## config.mk

```make
export PLATFORM = sky130hd
export DESIGN_NAME = pwm_output_cond
export DESIGN_NICKNAME = d
export VERILOG_FILES = /design/src/rtl/pwm_cond_pkg.sv /design/src/rtl/pwm_output_cond.sv /design/src/rtl/sync3.sv /design/src/rtl/deadband_delay.sv
export SDC_FILE = /design/constraint.sdc
export NUM_CORES = 1
export LEC_CHECK = 0
export BUFFER_PORTS_ARGS = -buffer_cell sky130_fd_sc_hd__buf_4
export CAP_MARGIN = 20
export CORE_MARGIN = 2
export CORE_UTILIZATION = 55
export CTS_BUF_LIST = sky130_fd_sc_hd__clkbuf_4 sky130_fd_sc_hd__clkbuf_8
export CTS_CLUSTER_SIZE = 20
export DETAILED_ROUTE_END_ITERATION = 10
export GPL_ROUTABILITY_DRIVEN = 1
export PLACE_DENSITY_LB_ADDON = 0.05
export SYNTH_ARGS = -nofsm -noshare
export SYNTH_HDL_FRONTEND = slang
export SYNTH_HIERARCHICAL = 1
export SYNTH_SLANG_ARGS = --single-unit
```

## constraint.sdc

```tcl
create_clock -name i_clk -period 2.8 [get_ports i_clk]
set_input_delay 0.42 -clock i_clk [delete_from_list [all_inputs] [get_ports i_clk]]
set_output_delay 0.42 -clock i_clk [all_outputs]
set_load 0.02 [all_outputs]
```

## src/rtl/pwm_cond_pkg.sv

```systemverilog
/*
 * package for the pwm output-conditioning stage: register offsets, field
 * positions, reset values, mode codes and the carrier structs.
 * assumes a 32-bit apb slave with one register per aligned word.
 */
package pwm_cond_pkg;

  // register byte addresses
  localparam logic [7:0] addr_shutdown_ctl = 8'h00;
  localparam logic [7:0] addr_restart_ctl = 8'h04;
  localparam logic [7:0] addr_steer_ctl = 8'h08;
  localparam logic [7:0] addr_mode_ctl = 8'h0c;

  // reset values
  localparam logic [7:0] rst_shutdown_ctl = 8'h00;
  localparam logic [7:0] rst_restart_ctl = 8'h00;
  localparam logic [4:0] rst_steer_ctl = 5'h01;
  localparam logic [5:0] rst_mode_ctl = 6'h00;

  // field positions
  localparam int pos_flag = 7;
  localparam int pos_src = 4;
  localparam int pos_ac = 2;
  localparam int pos_bd = 0;
  localparam int pos_restart = 7;
  localparam int pos_sync = 4;
  localparam int pos_cfg = 4;

  // shutdown source select bits
  localparam logic [2:0] src_cmp1 = 3'h1;
  localparam logic [2:0] src_cmp2 = 3'h2;
  localparam logic [2:0] src_fault = 3'h4;

  // pin-pair shutdown states
  localparam logic [1:0] pss_low = 2'h0;
  localparam logic [1:0] pss_high = 2'h1;

  // output configurations and mode
  localparam logic [1:0] cfg_single = 2'h0;
  localparam logic [1:0] cfg_half = 2'h2;
  localparam logic [1:0] mode_pwm = 2'h3;

  // dead-band unit: one instruction cycle is four oscillator periods
  localparam int tosc_per_tcy = 4;
  localparam int clk_per_tcy = 1;

  // four output pins as one bundle
  typedef struct packed {
    logic [3:0] level;
    logic [3:0] oe;
  } pin_bus_type;

  // raw pwm inputs from the period/duty generator
  typedef struct packed {
    logic wave;
    logic period_start;
  } pwm_src_type;

endpackage

```

## src/rtl/pwm_output_cond.sv

```systemverilog
/*
 * output-conditioning stage of an enhanced pwm: auto-shutdown with safe
 * pin states, auto-restart, half-bridge dead band and pulse steering.
 * assumes the pwm wave and period start come from the period generator on
 * i_clk, one clock equals one instruction cycle, and software reaches the
 * registers over apb.
 */
// How it works
// (RULE1) source field picks comparators and fault pin
// (RULE2) firmware setting flag is a shutdown event
// (RULE3) event sets flag until cleared or restarted
// (RULE4) outputs forced combinationally, no clock wait
// (RULE5) a/c pair: low, high or tri-state
// (RULE6) b/d pair: low, high or tri-state
// (RULE7) flag reads one while outputs shut down
// (RULE8) shutdown held while source level present
// (RULE9) flag writes ignored while condition present
// (RULE10) restart waits for next pwm period
// (RULE11) auto-restart clears flag when condition goes
// (RULE12) without auto-restart, software clears the flag
// (RULE13) dead band delays only inactive-to-active edges
// (RULE14) seven-bit dead-band count in instruction cycles
// (RULE15) steering only in single-output pwm mode
// (RULE16) same wave on every steered pin
// (RULE17) low mode bits set steered polarity
// (RULE18) shutdown forces only pwm-enabled pins
// (RULE19) dead band beyond duty keeps output inactive
// (RULE20) sync bit picks period or immediate steering
// (RULE21) inputs synchronised, forcing path combinational
`timescale 1ns/1ps
module pwm_output_cond #(
  parameter int DB_WIDTH = 7
) (
  input wire logic i_clk,
  input wire logic i_rst_b,
  input wire logic i_psel,
  input wire logic i_penable,
  input wire logic i_pwrite,
  input wire logic [7:0] i_paddr,
  input wire logic [31:0] i_pwdata,
  output logic [31:0] o_prdata,
  output logic o_pready,
  output logic o_pslverr,
  input wire pwm_cond_pkg::pwm_src_type i_pwm,
  input wire logic [3:0] i_port_level,
  input wire logic i_fault_input_pin_b,
  input wire logic i_comparator1_output,
  input wire logic i_comparator2_output,
  output pwm_cond_pkg::pin_bus_type o_pins
);
  import pwm_cond_pkg::*;

  //////////////////////////////////////////////////////////////////////////
  // registers
  logic shutdown_event_flag;
  logic [2:0] shutdown_source_select;
  logic [1:0] pair_ac_shutdown_state;
  logic [1:0] pair_bd_shutdown_state;
  logic auto_restart_enable;
  logic [DB_WIDTH-1:0] deadband_count;
  logic steering_sync_select;
  logic [3:0] steering_pin_enables;
  logic [3:0] steer_active;
  logic [1:0] capture_mode_upper;
  logic [1:0] output_polarity_select;
  logic [1:0] output_config_field;
  logic running;

  //////////////////////////////////////////////////////////////////////////
  // apb decode
  logic wr_en;
  logic rd_en;
  logic addr_ok;
  logic flag_wr;
  assign wr_en = i_psel && i_penable && i_pwrite;
  assign rd_en = i_psel && !i_penable && !i_pwrite;
  assign addr_ok = (i_paddr == addr_shutdown_ctl) ||
                   (i_paddr == addr_restart_ctl) ||
                   (i_paddr == addr_steer_ctl) ||
                   (i_paddr == addr_mode_ctl);
  assign flag_wr = wr_en && (i_paddr == addr_shutdown_ctl);
  assign o_pready = 1'b1; // zero wait states
  assign o_pslverr = i_psel && i_penable && !addr_ok;

  //////////////////////////////////////////////////////////////////////////
  // synchronised shutdown sources
  logic fault_b_s;
  logic cmp1_s;
  logic cmp2_s;

  sync3 #(.RESET_VALUE(1'b1)) u_sync_fault (.i_clk(i_clk), .i_rst_b(i_rst_b),
    .i_async(i_fault_input_pin_b), .o_level(fault_b_s)); // [RULE21]

  sync3 #(.RESET_VALUE(1'b0)) u_sync_cmp1 (.i_clk(i_clk), .i_rst_b(i_rst_b),
    .i_async(i_comparator1_output), .o_level(cmp1_s)); // [RULE21]

  sync3 #(.RESET_VALUE(1'b0)) u_sync_cmp2 (.i_clk(i_clk), .i_rst_b(i_rst_b),
    .i_async(i_comparator2_output), .o_level(cmp2_s)); // [RULE21]

  // source condition, raw for forcing and synchronised for the flag
  logic cond_raw;
  logic cond_sync;
  assign cond_raw =
    (shutdown_source_select[0] && i_comparator1_output) ||
    (shutdown_source_select[1] && i_comparator2_output) ||
    (shutdown_source_select[2] && !i_fault_input_pin_b); // [RULE1]
  assign cond_sync =
    (shutdown_source_select[0] && cmp1_s) ||
    (shutdown_source_select[1] && cmp2_s) ||
    (shutdown_source_select[2] && !fault_b_s); // [RULE1]

  //////////////////////////////////////////////////////////////////////////
  // shutdown flag: set wins over clear; writes blocked under condition
  logic sw_set;
  logic sw_clr;
  assign sw_set = flag_wr && i_pwdata[pos_flag] && !cond_sync; // [RULE2]
  assign sw_clr = flag_wr && !i_pwdata[pos_flag] && !cond_sync; // [RULE9]

  always_ff @(posedge i_clk) begin
    if (!i_rst_b) begin
      shutdown_event_flag <= 1'b0;
    end else if (cond_sync || sw_set) begin
      shutdown_event_flag <= 1'b1; // [RULE3] [RULE8]
    end else if (auto_restart_enable) begin
      shutdown_event_flag <= 1'b0; // [RULE11]
    end else if (sw_clr) begin
      shutdown_event_flag <= 1'b0; // [RULE12]
    end
  end

  // outputs resume only at a period start after the flag drops
  always_ff @(posedge i_clk) begin
    if (!i_rst_b) begin
      running <= 1'b0;
    end else if (shutdown_event_flag || cond_sync) begin
      running <= 1'b0;
    end else if (i_pwm.period_start) begin
      running <= 1'b1; // [RULE10]
    end
  end

  //////////////////////////////////////////////////////////////////////////
  // remaining register writes
  always_ff @(posedge i_clk) begin
    if (!i_rst_b) begin
      shutdown_source_select <= rst_shutdown_ctl[pos_src +: 3];
      pair_ac_shutdown_state <= rst_shutdown_ctl[pos_ac +: 2];
      pair_bd_shutdown_state <= rst_shutdown_ctl[pos_bd +: 2];
    end else if (flag_wr) begin
      shutdown_source_select <= i_pwdata[pos_src +: 3];
      pair_ac_shutdown_state <= i_pwdata[pos_ac +: 2];
      pair_bd_shutdown_state <= i_pwdata[pos_bd +: 2];
    end
  end

  always_ff @(posedge i_clk) begin
    if (!i_rst_b) begin
      auto_restart_enable <= rst_restart_ctl[pos_restart];
      deadband_count <= DB_WIDTH'(rst_restart_ctl);
    end else if (wr_en && i_paddr == addr_restart_ctl) begin
      auto_restart_enable <= i_pwdata[pos_restart];
      deadband_count <= i_pwdata[DB_WIDTH-1:0]; // [RULE14]
    end
  end

  always_ff @(posedge i_clk) begin
    if (!i_rst_b) begin
      steering_sync_select <= rst_steer_ctl[pos_sync];
      steering_pin_enables <= rst_steer_ctl[3:0];
    end else if (wr_en && i_paddr == addr_steer_ctl) begin
      steering_sync_select <= i_pwdata[pos_sync];
      steering_pin_enables <= i_pwdata[3:0];
    end
  end

  always_ff @(posedge i_clk) begin
    if (!i_rst_b) begin
      output_config_field <= rst_mode_ctl[pos_cfg +: 2];
      capture_mode_upper <= rst_mode_ctl[3:2];
      output_polarity_select <= rst_mode_ctl[1:0];
    end else if (wr_en && i_paddr == addr_mode_ctl) begin
      output_config_field <= i_pwdata[pos_cfg +: 2];
      capture_mode_upper <= i_pwdata[3:2];
      output_polarity_select <= i_pwdata[1:0];
    end
  end

  // effective steering: immediate or at next period
  always_ff @(posedge i_clk) begin
    if (!i_rst_b) begin
      steer_active <= rst_steer_ctl[3:0];
    end else if (!steering_sync_select || i_pwm.period_start) begin
      steer_active <= steering_pin_enables; // [RULE20]
    end
  end

  //////////////////////////////////////////////////////////////////////////
  // read data captured in the setup cycle; stands at the access edge
  always_ff @(posedge i_clk) begin
    if (!i_rst_b) begin
      o_prdata <= 32'h0000_0000;
    end else if (rd_en) begin
      case (i_paddr)
        addr_shutdown_ctl: o_prdata <= {24'h00_0000, shutdown_event_flag,
          shutdown_source_select, pair_ac_shutdown_state,
          pair_bd_shutdown_state}; // [RULE7]
        addr_restart_ctl: o_prdata <= {24'h00_0000, auto_restart_enable,
          deadband_count};
        addr_steer_ctl: o_prdata <= {27'h000_0000, steering_sync_select,
          steering_pin_enables};
        addr_mode_ctl: o_prdata <= {26'h000_0000, output_config_field,
          capture_mode_upper, output_polarity_select};
        default: o_prdata <= 32'h0000_0000;
      endcase
    end
  end

  //////////////////////////////////////////////////////////////////////////
  // waveform shaping
  logic pwm_mode;
  logic steering_mode;
  logic half_mode;
  logic wave_a;
  logic wave_b;
  logic db_a;
  logic db_b;
  assign pwm_mode = capture_mode_upper == mode_pwm;
  assign steering_mode = pwm_mode &&
                         (output_config_field == cfg_single); // [RULE15]
  assign half_mode = pwm_mode && (output_config_field == cfg_half);
  assign wave_a = i_pwm.wave && running;
  assign wave_b = !i_pwm.wave && running;

  deadband_delay #(.WIDTH(DB_WIDTH)) u_db_a (
    .i_clk(i_clk),
    .i_rst_b(i_rst_b),
    .i_wave(wave_a),
    .i_count(deadband_count),
    .o_wave(db_a)
  ); // [RULE13] [RULE19]

  deadband_delay #(.WIDTH(DB_WIDTH)) u_db_b (
    .i_clk(i_clk),
    .i_rst_b(i_rst_b),
    .i_wave(wave_b),
    .i_count(deadband_count),
    .o_wave(db_b)
  ); // [RULE13] [RULE19]

  // logical wave per pin and which pins the pwm owns
  logic [3:0] logical;
  logic [3:0] owned;
  always_comb begin
    logical = 4'h0;
    owned = 4'h0;
    if (steering_mode) begin
      logical = {4{wave_a}}; // [RULE16]
      owned = steer_active; // [RULE16]
    end else if (half_mode) begin
      logical = {2'b00, db_b, db_a}; // [RULE13]
      owned = 4'h3;
    end else if (pwm_mode) begin
      logical = {4{wave_a}};
      owned = 4'hf;
    end
  end

  // polarity: bit0 inverts a/c, bit1 inverts b/d
  logic [3:0] polar;
  assign polar = {output_polarity_select[1], output_polarity_select[0],
                  output_polarity_select[1],
                  output_polarity_select[0]}; // [RULE17]

  //////////////////////////////////////////////////////////////////////////
  // pin drive with combinational shutdown override
  logic shut_now;
  assign shut_now = shutdown_event_flag || cond_raw; // [RULE4] [RULE21]

  always_comb begin
    for (int i = 0; i < 4; i++) begin
      o_pins.level[i] = i_port_level[i];
      o_pins.oe[i] = 1'b1;
      if (owned[i]) begin
        o_pins.level[i] = logical[i] ^ polar[i];
        if (shut_now) begin
          if (i == 0 || i == 2) begin
            o_pins.level[i] = pair_ac_shutdown_state[0]; // [RULE5]
            o_pins.oe[i] = !pair_ac_shutdown_state[1]; // [RULE5]
          end else begin
            o_pins.level[i] = pair_bd_shutdown_state[0]; // [RULE6]
            o_pins.oe[i] = !pair_bd_shutdown_state[1]; // [RULE6]
          end
        end
      end
    end
  end // [RULE18]

  //////////////////////////////////////////////////////////////////////////
  // assertions
  property p_flag_sets;
    @(posedge i_clk) disable iff (!i_rst_b)
      cond_sync |=> shutdown_event_flag;
  endproperty
  a_flag_sets: assert property (p_flag_sets) // [RULE3]
    else $error("flag not set by condition");
  property p_fw_set;
    @(posedge i_clk) disable iff (!i_rst_b)
      flag_wr && i_pwdata[pos_flag] |=> shutdown_event_flag;
  endproperty
  a_fw_set: assert property (p_fw_set) // [RULE2]
    else $error("firmware set ignored");
  property p_no_clear_under_cond;
    @(posedge i_clk) disable iff (!i_rst_b)
      cond_sync && shutdown_event_flag |=> shutdown_event_flag;
  endproperty
  a_no_clear_under_cond: assert property (p_no_clear_under_cond) // [RULE9]
    else $error("flag cleared while condition present");
  property p_auto_clear;
    @(posedge i_clk) disable iff (!i_rst_b)
      auto_restart_enable && !cond_sync && !sw_set && shutdown_event_flag
      |=> !shutdown_event_flag;
  endproperty
  a_auto_clear: assert property (p_auto_clear) // [RULE11]
    else $error("auto restart did not clear flag");
  property p_sticky;
    @(posedge i_clk) disable iff (!i_rst_b)
      !auto_restart_enable && shutdown_event_flag && !sw_clr
      |=> shutdown_event_flag;
  endproperty
  a_sticky: assert property (p_sticky) // [RULE12]
    else $error("flag dropped without software clear");
  property p_forced_ac;
    @(posedge i_clk) disable iff (!i_rst_b)
      shutdown_event_flag && owned[0] && pair_ac_shutdown_state == pss_high
      |-> o_pins.level[0] && o_pins.oe[0];
  endproperty
  a_forced_ac: assert property (p_forced_ac) // [RULE5]
    else $error("pin a not forced high");
  property p_forced_bd;
    @(posedge i_clk) disable iff (!i_rst_b)
      shutdown_event_flag && owned[1] && pair_bd_shutdown_state[1]
      |-> !o_pins.oe[1];
  endproperty
  a_forced_bd: assert property (p_forced_bd) // [RULE6]
    else $error("pin b not released");
  property p_restart_at_period;
    @(posedge i_clk) disable iff (!i_rst_b)
      !running ##1 running |-> $past(i_pwm.period_start);
  endproperty
  a_restart_at_period: assert property (p_restart_at_period) // [RULE10]
    else $error("restart away from period start");
  property p_unsteered_port;
    @(posedge i_clk) disable iff (!i_rst_b)
      steering_mode && !steer_active[2]
      |-> o_pins.level[2] == i_port_level[2];
  endproperty
  a_unsteered_port: assert property (p_unsteered_port) // [RULE18]
    else $error("unsteered pin disturbed");
  c_shutdown: cover property (@(posedge i_clk) disable iff (!i_rst_b)
    cond_sync ##1 shutdown_event_flag);
  c_auto_restart: cover property (@(posedge i_clk) disable iff (!i_rst_b)
    shutdown_event_flag ##1 !shutdown_event_flag ##[1:50] running);
  c_steer: cover property (@(posedge i_clk) disable iff (!i_rst_b)
    steering_mode && steer_active == 4'hf);
endmodule

```

## src/rtl/sync3.sv

```systemverilog
/*
 * three-flop synchroniser for an outside level; a change counts once the
 * second and third stages agree.
 * assumes one clock and a synchronous active-low reset.
 */
`timescale 1ns/1ps
module sync3 #(
  parameter logic RESET_VALUE = 1'b0
) (
  input wire logic i_clk,
  input wire logic i_rst_b,
  input wire logic i_async,
  output logic o_level
);
  logic s1;
  logic s2;
  logic s3;

  // shift chain; only s2 reads s1
  always_ff @(posedge i_clk) begin
    if (!i_rst_b) begin
      s1 <= RESET_VALUE;
      s2 <= RESET_VALUE;
      s3 <= RESET_VALUE;
    end else begin
      s1 <= i_async;
      s2 <= s1;
      s3 <= s2;
    end
  end

  // held value updates when the two later stages agree
  always_ff @(posedge i_clk) begin
    if (!i_rst_b) begin
      o_level <= RESET_VALUE;
    end else if (s2 == s3) begin
      o_level <= s3;
    end
  end
endmodule

```

## src/rtl/deadband_delay.sv

```systemverilog
/*
 * dead-band delay for one output: rising (inactive to active) edges are
 * postponed by a count of instruction cycles, falling edges pass at once.
 * assumes the input is an active-high logical waveform on i_clk.
 */
`timescale 1ns/1ps
module deadband_delay #(
  parameter int WIDTH = 7
) (
  input wire logic i_clk,
  input wire logic i_rst_b,
  input wire logic i_wave,
  input wire logic [WIDTH-1:0] i_count,
  output logic o_wave
);
  logic [WIDTH-1:0] elapsed;

  // count cycles spent active; output goes active once count reached
  always_ff @(posedge i_clk) begin
    if (!i_rst_b) begin
      elapsed <= '0;
    end else if (!i_wave) begin
      elapsed <= '0;
    end else if (elapsed != i_count) begin
      elapsed <= elapsed + WIDTH'(1);
    end
  end

  // inactive edge is immediate; short pulses never go active
  assign o_wave = i_wave && (elapsed == i_count);
endmodule

```

## After elaboration in Yosys (flattened, before gate mapping)

Cells that the tools add are included.

| word-level totals | value |
|---|---|
| flip-flop bits (word level) | 90 |
| input bits | 54 |
| output and inout bits | 42 |
| logic and storage cells | 124 |

| operators by class | value |
|---|---|
| add/subtract/negate cells | 2 |
| equality and inequality tests | 12 |
| mux-type cells | 24 |
| bitwise operators | 5 |
| reductions and logical operators | 53 |

Operators by type and width:

| kind | count |
|---|---|
| $pmux 8 s4 | 1 |
| $logic_and 1x1->1 | 25 |
| $mux 4 | 6 |
| $mux 1 | 17 |
| $eq 8x4->1 const B | 2 |
| $add 7x1->7 const B | 2 |
| $eq 7x7->1 | 2 |
| $ne 7x7->1 | 2 |
| $logic_not 1->1 | 11 |
| $logic_or 1x1->1 | 11 |
| $eq 8x3->1 const B | 1 |
| $logic_not 8->1 | 1 |
| $eq 2x2->1 const B | 2 |
| $reduce_and 2->1 | 2 |
| $xor 1x1->1 | 4 |
| $eq 1x1->1 | 3 |
| $reduce_bool 3->1 | 1 |
| $logic_not 2->1 | 1 |
| $reduce_or 2->1 | 1 |
| $not 1->1 | 1 |

## Longest topological paths before layout

Gate-level depths: netlist of the first run.

| depth | value |
|---|---|
| depth after elaboration | 8 |
| depth in mapped cells | 7 |
| depth with buffers taken out | 6 |

## Hierarchy

Netlist of the first run, hierarchy kept.

By module, submodules not included:

| module | instances | cells an instance | area each (µm²) |
|---|---|---|---|
| pwm_output_cond | 1 | 242 | 2232.1 |
| deadband_delay | 2 | 54 | 480.5 |
| sync3 at u_sync_cmp1 ... | 2 | 10 | 116.4 |
| sync3 at u_sync_fault | 1 | 10 | 112.6 |

## Worst setup path after synthesis of the first run

Ideal clock, no wire load.

| path | value |
|---|---|
| path kind | reg-to-output |
| start point | register u_db_a.elapsed[1] |
| end point | output port o_pins[4] in the netlist's numbering |
| arrival | 1.851 ns |
| required time | 2.380 ns |
| setup slack | 0.529 ns |
| stages on the path, launching flop included | 8 |
| cells stage by stage | dfxtp_1 > xor2_1 > nor4_4 > buf_6 > and3_1 > mux2i_1 > xnor2_1 > o21ai_0 |

RTL lines:

| item | line | RTL |
|---|---|---|
| start: declaration | deadband_delay.sv:16 | `logic [WIDTH-1:0] elapsed;` |
| start signal: assignment | deadband_delay.sv:25 | `elapsed <= elapsed + WIDTH'(1);` |
| end: declaration | pwm_output_cond.sv:49 | `output pwm_cond_pkg::pin_bus_type o_pins` |

==> results of run 1 <==
## layer usage
layer / routed length [um] / vias to the layer above / track usage, %
met5: 0 / - / 0
met1: 3480 / 1277 / 29.4
li1: - / 1381 / -
met4: 159 / 0 / 9.68
met2: 3550 / 88 / 36.0
met3: 449 / 13 / 3.44
## critical path, cell delays in order (launching register included)
cell and delay [ns]:
dfxtp_1 0.48, xor2_1 0.15, nor4_4 0.30, and3_1 0.22
mux2i_1 0.09, xnor2_1 0.13, o21ai_0 0.20, buf_4 0.18
## layout by cell type (no fill, tap or decap), types with 9 or more instances in the layout
| cell type | Yosys | final |
|---|---|---|
| nand2_1 | 36 | 36 |
| xor2_1 | 14 | 14 |
| a21oi_1 | 12 | 12 |
| buf_4 | 26 | 50 |
| nand2b_1 | 9 | 9 |
| o21ai_0 | 15 | 15 |
| nor2b_1 | 32 | 32 |
| clkbuf_8 | 0 | 9 |
| and2_1 | 9 | 9 |
| o21ai_1 | 9 | 9 |
| conb_1 | 2 | 25 |
| dfxtp_1 | 66 | 66 |
| mux2i_1 | 30 | 30 |
| nand3_1 | 23 | 23 |
## sequential cells by signal, indices dropped and copies added (netlist names), 2 cells and up
register	flops
u_db_b/elapsed	7
pair_bd_shutdown_state	2
steer_active	4
u_db_a/elapsed	7
shutdown_source_select	3
capture_mode_upper	2
pair_ac_shutdown_state	2
o_prdata	8
output_polarity_select	2
deadband_count	7
output_config_field	2
steering_pin_enables	4
## where the power goes
group          internal, uW  switching (uW)  total, uW
registers               944            3.47        948
clock network           591             386        978
logic                  54.9            87.7        143
## metrics by stage
stage	hold slack [ns]	cells	util [%]
floorplan	0.386	403	-
global placement	0.395	489	60.9
detailed placement	0.400	489	60.9
CTS	0.275	505	64.8
global route	0.284	505	64.8
finish	0.286	505	64.8
## area by class of cell
type | count | area, um2 | area share (%)
Multi-Input combinational cell | 290 | 2010 | 49.4
Timing Repair Buffer | 50 | 375 | 9.23
Sequential cell | 66 | 1320 | 32.5
Clock buffer | 9 | 124 | 3.05
Clock inverter | 7 | 116 | 2.86
Inverter | 6 | 22.5 | 0.554
Tap cell | 77 | 96.3 | 2.37
## cell families (layout without fill, tap and decap cells)
family	Yosys count	in the layout
and+or+nand+nor	139	139
AOI/OAI and AO/OA	73	73
DFF	66	66
buffers and inverters	47	72
muxes	35	35
xor gates and xnor gates	16	16
adders and majority gates	2	2
other	2	25
## worst paths after layout
| path | slack (ns) | endpoint | cells after the start |
|---|---|---|---|
| max reg2reg | 1.24 | u_db_b/elapsed[4] | 5 |
| min | 0.29 | u_sync_fault/s1 | 2 |
| min reg2reg | 0.43 | u_sync_cmp1/s2 | 1 |
| max | 0.30 | o_pins[5] | 7 |
==> results.json, run 1 <==
{
  "synthXorXnorAreaFrac_pct": 3.96,
  "ys_seq_elements": 66,
  "ir_worst_vdd_mv": 0.332,
  "root_buffer": "clkbuf_8",
  "grt_max_degree": 63,
  "finClkSkew_ns": 0.0118,
  "finalSetupTns_ns": 0,
  "end_kind": "output port",
  "clk_pin_slew_ns": 0.07,
  "syn_area_um2": 3540,
  "hold_path.startpoint": "i_fault_input_pin_b",
  "htree_levels": 3,
  "grt_usage_pct": 22.2,
  "yosysTopAreaCell": "dfxtp_1",
  "arrival_ns": 2.08,
  "gr-total-overflow": 0,
  "synth.area.top_cells": "dfxtp_1, mux2i_1, nor2b_1",
  "dr_total_vias": 2759,
  "netlist_instances": 380,
  "synthAdderAreaFrac_pct": 0.707,
  "p_leak_uw": 0.00181,
  "status": "completed",
  "required_ns": 2.38,
  "power_density_nw_per_um2": 509,
  "synth_edf_count": 0,
  "cts_buffer_depth": 2,
  "antenna_found_initial": 0,
  "hp-class": "in -> reg",
  "drc": 0,
  "synth-simple-area-share_pct": 23.7,
  "synth-async-reset-ratio_pct": 0,
  "hpwl_mm": 5.47,
  "ant_nets": 0,
  "grt_pass1_wl_mm": 12.5,
  "rsz0062_at_grt": "false",
  "hold_viol_final": 0,
  "cts_setup_buffers": 0,
  "rows": 29,
  "path_class": "reg -> out",
  "synthMuxAreaShare_pct": 11.7,
  "fmaxAchievable_mhz": 400,
  "yosysSeqAreaShare_pct": 37.3,
  "cts_tree": "built",
  "fin_crit_sh_pct": 89.3,
  "yosysMostFrequentCell": "dfxtp_1",
  "diodes": 0,
  "pre_cts_slack_ns": 0.614,
  "stdcell_area_um2": 4070,
  "io_buffers": 46,
  "drive_above_1_share_pct": 20.1,
  "io_pins": 96,
  "reg2reg_from": "deadband_count[1]",
  "gp_congestion": 0.781,
  "synthTopCellsByCount": "dfxtp_1, nand2_1, nor2b_1",
  "worst_setup_path_start_kind": "flip-flop",
  "power_uw": 2070,
  "setup_viol": 0,
  "drtIter0Drc": 155,
  "ys_warn_count": 6,
  "synth-main-ff-cell": "dfxtp_1",
  "fp.coreArea_um2": 6280,
  "dieArea_um2": 7090,
  "wire_per_inst_um": 15.1,
  "grt_pass1_vias": 2612,
  "fill_cells": 557,
  "worstSetupStartpoint": "deadband_count[1]",
  "hold_buffers": 0,
  "slew_headroom_pct": 53.1,
  "worst_pin_slew_ns": 0.699,
  "area_growth_pct": 14.9,
  "synth_compound_area_share_pct": 14.1,
  "wl_mm": 7.64,
  "synth_top_area_share_pct": 37.3,
  "synth_cell_types": 49,
  "via_per_inst": 5.46,
  "synth_top_family_by_area": "simple AND/OR/NAND/NOR gates",
  "cts_sinks": 66,
  "final_nets": 479,
  "numCtsBuffers": 9,
  "drv_cap": 0,
  "synth.avg_cell_area_um2": 9.31,
  "maxSlewViolCount": 0,
  "post_cts_resized": 0,
  "fin_ws_ns": 0.300,
  "dr.pass1.iters": 5,
  "worstSkewPairLatency_ns": 0.34,
  "dpl_cell_area_um2": 3820,
  "initial_core_util_pct": 56.4,
  "fin_crit_ns": 2.50,
  "crit_fanout": 4,
  "fp.dieW_um": 84.2,
  "die_h_um": 84.2
}
Power figures use the tool's default switching activity.
==> run 2, diff against run 1 <==
- CORE_UTILIZATION: 55 -> 49
- GPL_ROUTABILITY_DRIVEN: 1 -> 0
- clock period: 2.8 -> 2.1 ns (I/O delays scaled with it)
==> run 2 against run 1 <==
The run now ends with setup timing left. Sequential share of layout area is 0.49 points lower. Utilization down 4.5 points. Routed wire length up 3.7%. Cell count is 5.0% higher. Sequential cell count did not move. First-iteration DRC count is 21% lower. Clock skew fell by 0.0039 ns. Total power is 29% higher. Global-route usage fell by 1.1 points. Worst hold slack worse by 0.10 ns. Largest cell class unchanged. Largest power group is now sequential cells.
==> results.json, run 2 (synthesis gave the netlist of run 1 again) <==
{
  "status": "complete, but fails checks",
  "failed_checks": "setup timing",
  "final_cell_mix": "dfxtp_1, buf_4, nand2_1",
  "area_growth_pct": 17.6,
  "cts_buffer_depth": 2,
  "worstSkewPairLatency_ns": 0.34,
  "ant_nets": 0,
  "timing.reg2reg.setup_slack_ns": 0.60,
  "die_h_um": 89.0,
  "power_density_nw_per_um2": 642,
  "end_kind": "output port",
  "worst_setup_path_start_kind": "flip-flop",
  "clk_pin_slew_ns": 0.07,
  "fin_util_pct": 60.3,
  "fill_cells": 657,
  "holdPathStages": 2,
  "gr-total-overflow": 0,
  "dr.pass1.iters": 5,
  "rows": 30,
  "fmaxAchievable_mhz": 448,
  "setup_viol": 2,
  "maxSlewViolCount": 0,
  "fp.coreArea_um2": 6910,
  "wl_mm": 7.92,
  "hold_path.startpoint": "i_fault_input_pin_b",
  "fin_crit_sh_pct": 106,
  "layoutNonFillerInstCount": 530,
  "hold_path_end": "u_sync_fault/s1",
  "initial_core_util_pct": 51.2,
  "drtIter0Drc": 122,
  "top_register": "o_prdata",
  "cts_tree": "built",
  "cts_sinks": 66,
  "path_class": "reg -> out",
  "grt_max_degree": 44,
  "io_buffers": 46,
  "arrival_ns": 1.92,
  "fp.dieW_um": 89.0,
  "p_leak_uw": 0.00183,
  "r2r_end": "u_db_a/elapsed[6]",
  "via_per_inst": 5.23,
  "dr_total_vias": 2772,
  "finalSetupTns_ns": -0.245,
  "ir_worst_vdd_mv": 0.304,
  "rsz0062_at_grt": "true",
  "hold_buffers": 0,
  "largest_reg_flops": 8,
  "wire_per_inst_um": 14.9,
  "dp.cells": 514,
  "grt_usage_pct": 21.1,
  "hp-class": "in -> reg",
  "crit_fanout": 4,
  "drv_cap": 0,
  "io_pins": 96,
  "grt_pass1_wl_mm": 12.6,
  "diodes": 0,
  "fin_crit_ns": 2.23,
  "htree_levels": 3,
  "r2r_cells": 5,
  "drc": 0,
  "cts_setup_buffers": 0,
  "finClkSkew_ns": 0.00790,
  "root_buffer": "clkbuf_8",
  "dieArea_um2": 7920,
  "reg2reg_from": "u_db_a/elapsed[3]",
  "grt_pass1_vias": 2516,
  "antenna_found_initial": 0,
  "drive_above_1_share_pct": 24.9,
  "numCtsBuffers": 9,
  "required_ns": 1.78,
  "final_nets": 485,
  "fin_ws_ns": -0.131,
  "hpwl_mm": 5.69,
  "hold_viol_final": 0,
  "final_common_cell": "dfxtp_1"
}
run 2: cell types whose count changed in the layout (fill, tap and decap cells not counted), moves of 2 or more:
cell,change
buf_4,+6
dfxtp_1,-9
dfxtp_2,+9
nor3_1,-2
nor3_2,+2
o21ai_0,-2
o21ai_1,+2
run 2: worst max path at each step:
stage / start / end / slack, ns
global route: deadband_count[1] / o_pins[4] / -0.30
floorplan: u_db_a/elapsed[1] / o_pins[4] / 0.09
CTS: deadband_count[1] / o_pins[4] / -0.14
global placement: deadband_count[1] / o_pins[5] / 0.19
detailed placement: deadband_count[1] / o_pins[4] / 0.16
finish: deadband_count[1] / o_pins[5] / -0.13
run 2: critical path, stage by stage, from the launching register on:
cell     delay (ns)
dfxtp_2        0.36
xor2_1         0.17
nor4_4         0.29
and3_1         0.19
mux2i_1        0.08
xnor2_1        0.23
o21ai_1        0.10
buf_4          0.16
run 2: what timing repair did:
| item | CTS | global route |
|---|---|---|
| resized for setup | 10 | 6 |
| pin swaps | 3 | 3 |
| endpoints found under the setup margin | 4 | 4 |
| endpoints found under the hold margin | 0 | 0 |
run 2: metrics by stage:
stage | setup WS (ns) | hold slack [ns] | instance area, um2 | power [uW]
after floorplan | 0.0872 | 0.386 | 3620 | 1440
after global placement | 0.192 | 0.392 | 3890 | 1480
after detailed placement | 0.158 | 0.397 | 3890 | 1490
after CTS | -0.144 | 0.166 | 4150 | 2700
after global routing | -0.304 | 0.164 | 4160 | 2780
final | -0.131 | 0.181 | 4160 | 2670
run 2: layout make-up:
class                      count  area, um2  share of cell area [%]
tap                           96        120                    2.89
multi-input combinational    290       2040                    49.0
clock buffer                  10        138                    3.31
inverter                       6       22.5                   0.541
sequential                    66       1330                    32.0
timing repair buffer          56        420                    10.1
clock inverter                 6       88.8                    2.13
run 2: routing by layer:
metal / global-route usage (%) / share of wire (%) / vias up
met1: 28.5 / 49 / 1292
met3: 4.99 / 4.4 / 7
met5: 0 / 0 / -
li1: - / - / 1397
met4: 7.46 / 0.88 / 0
met2: 33.2 / 46 / 76
run 2: power by group:
group,total (uW),internal [uW],switching [uW]
clock,1210,703,511
sequential,1260,1260,4.57
combinational,195,75.8,119
total,2670,2040,634
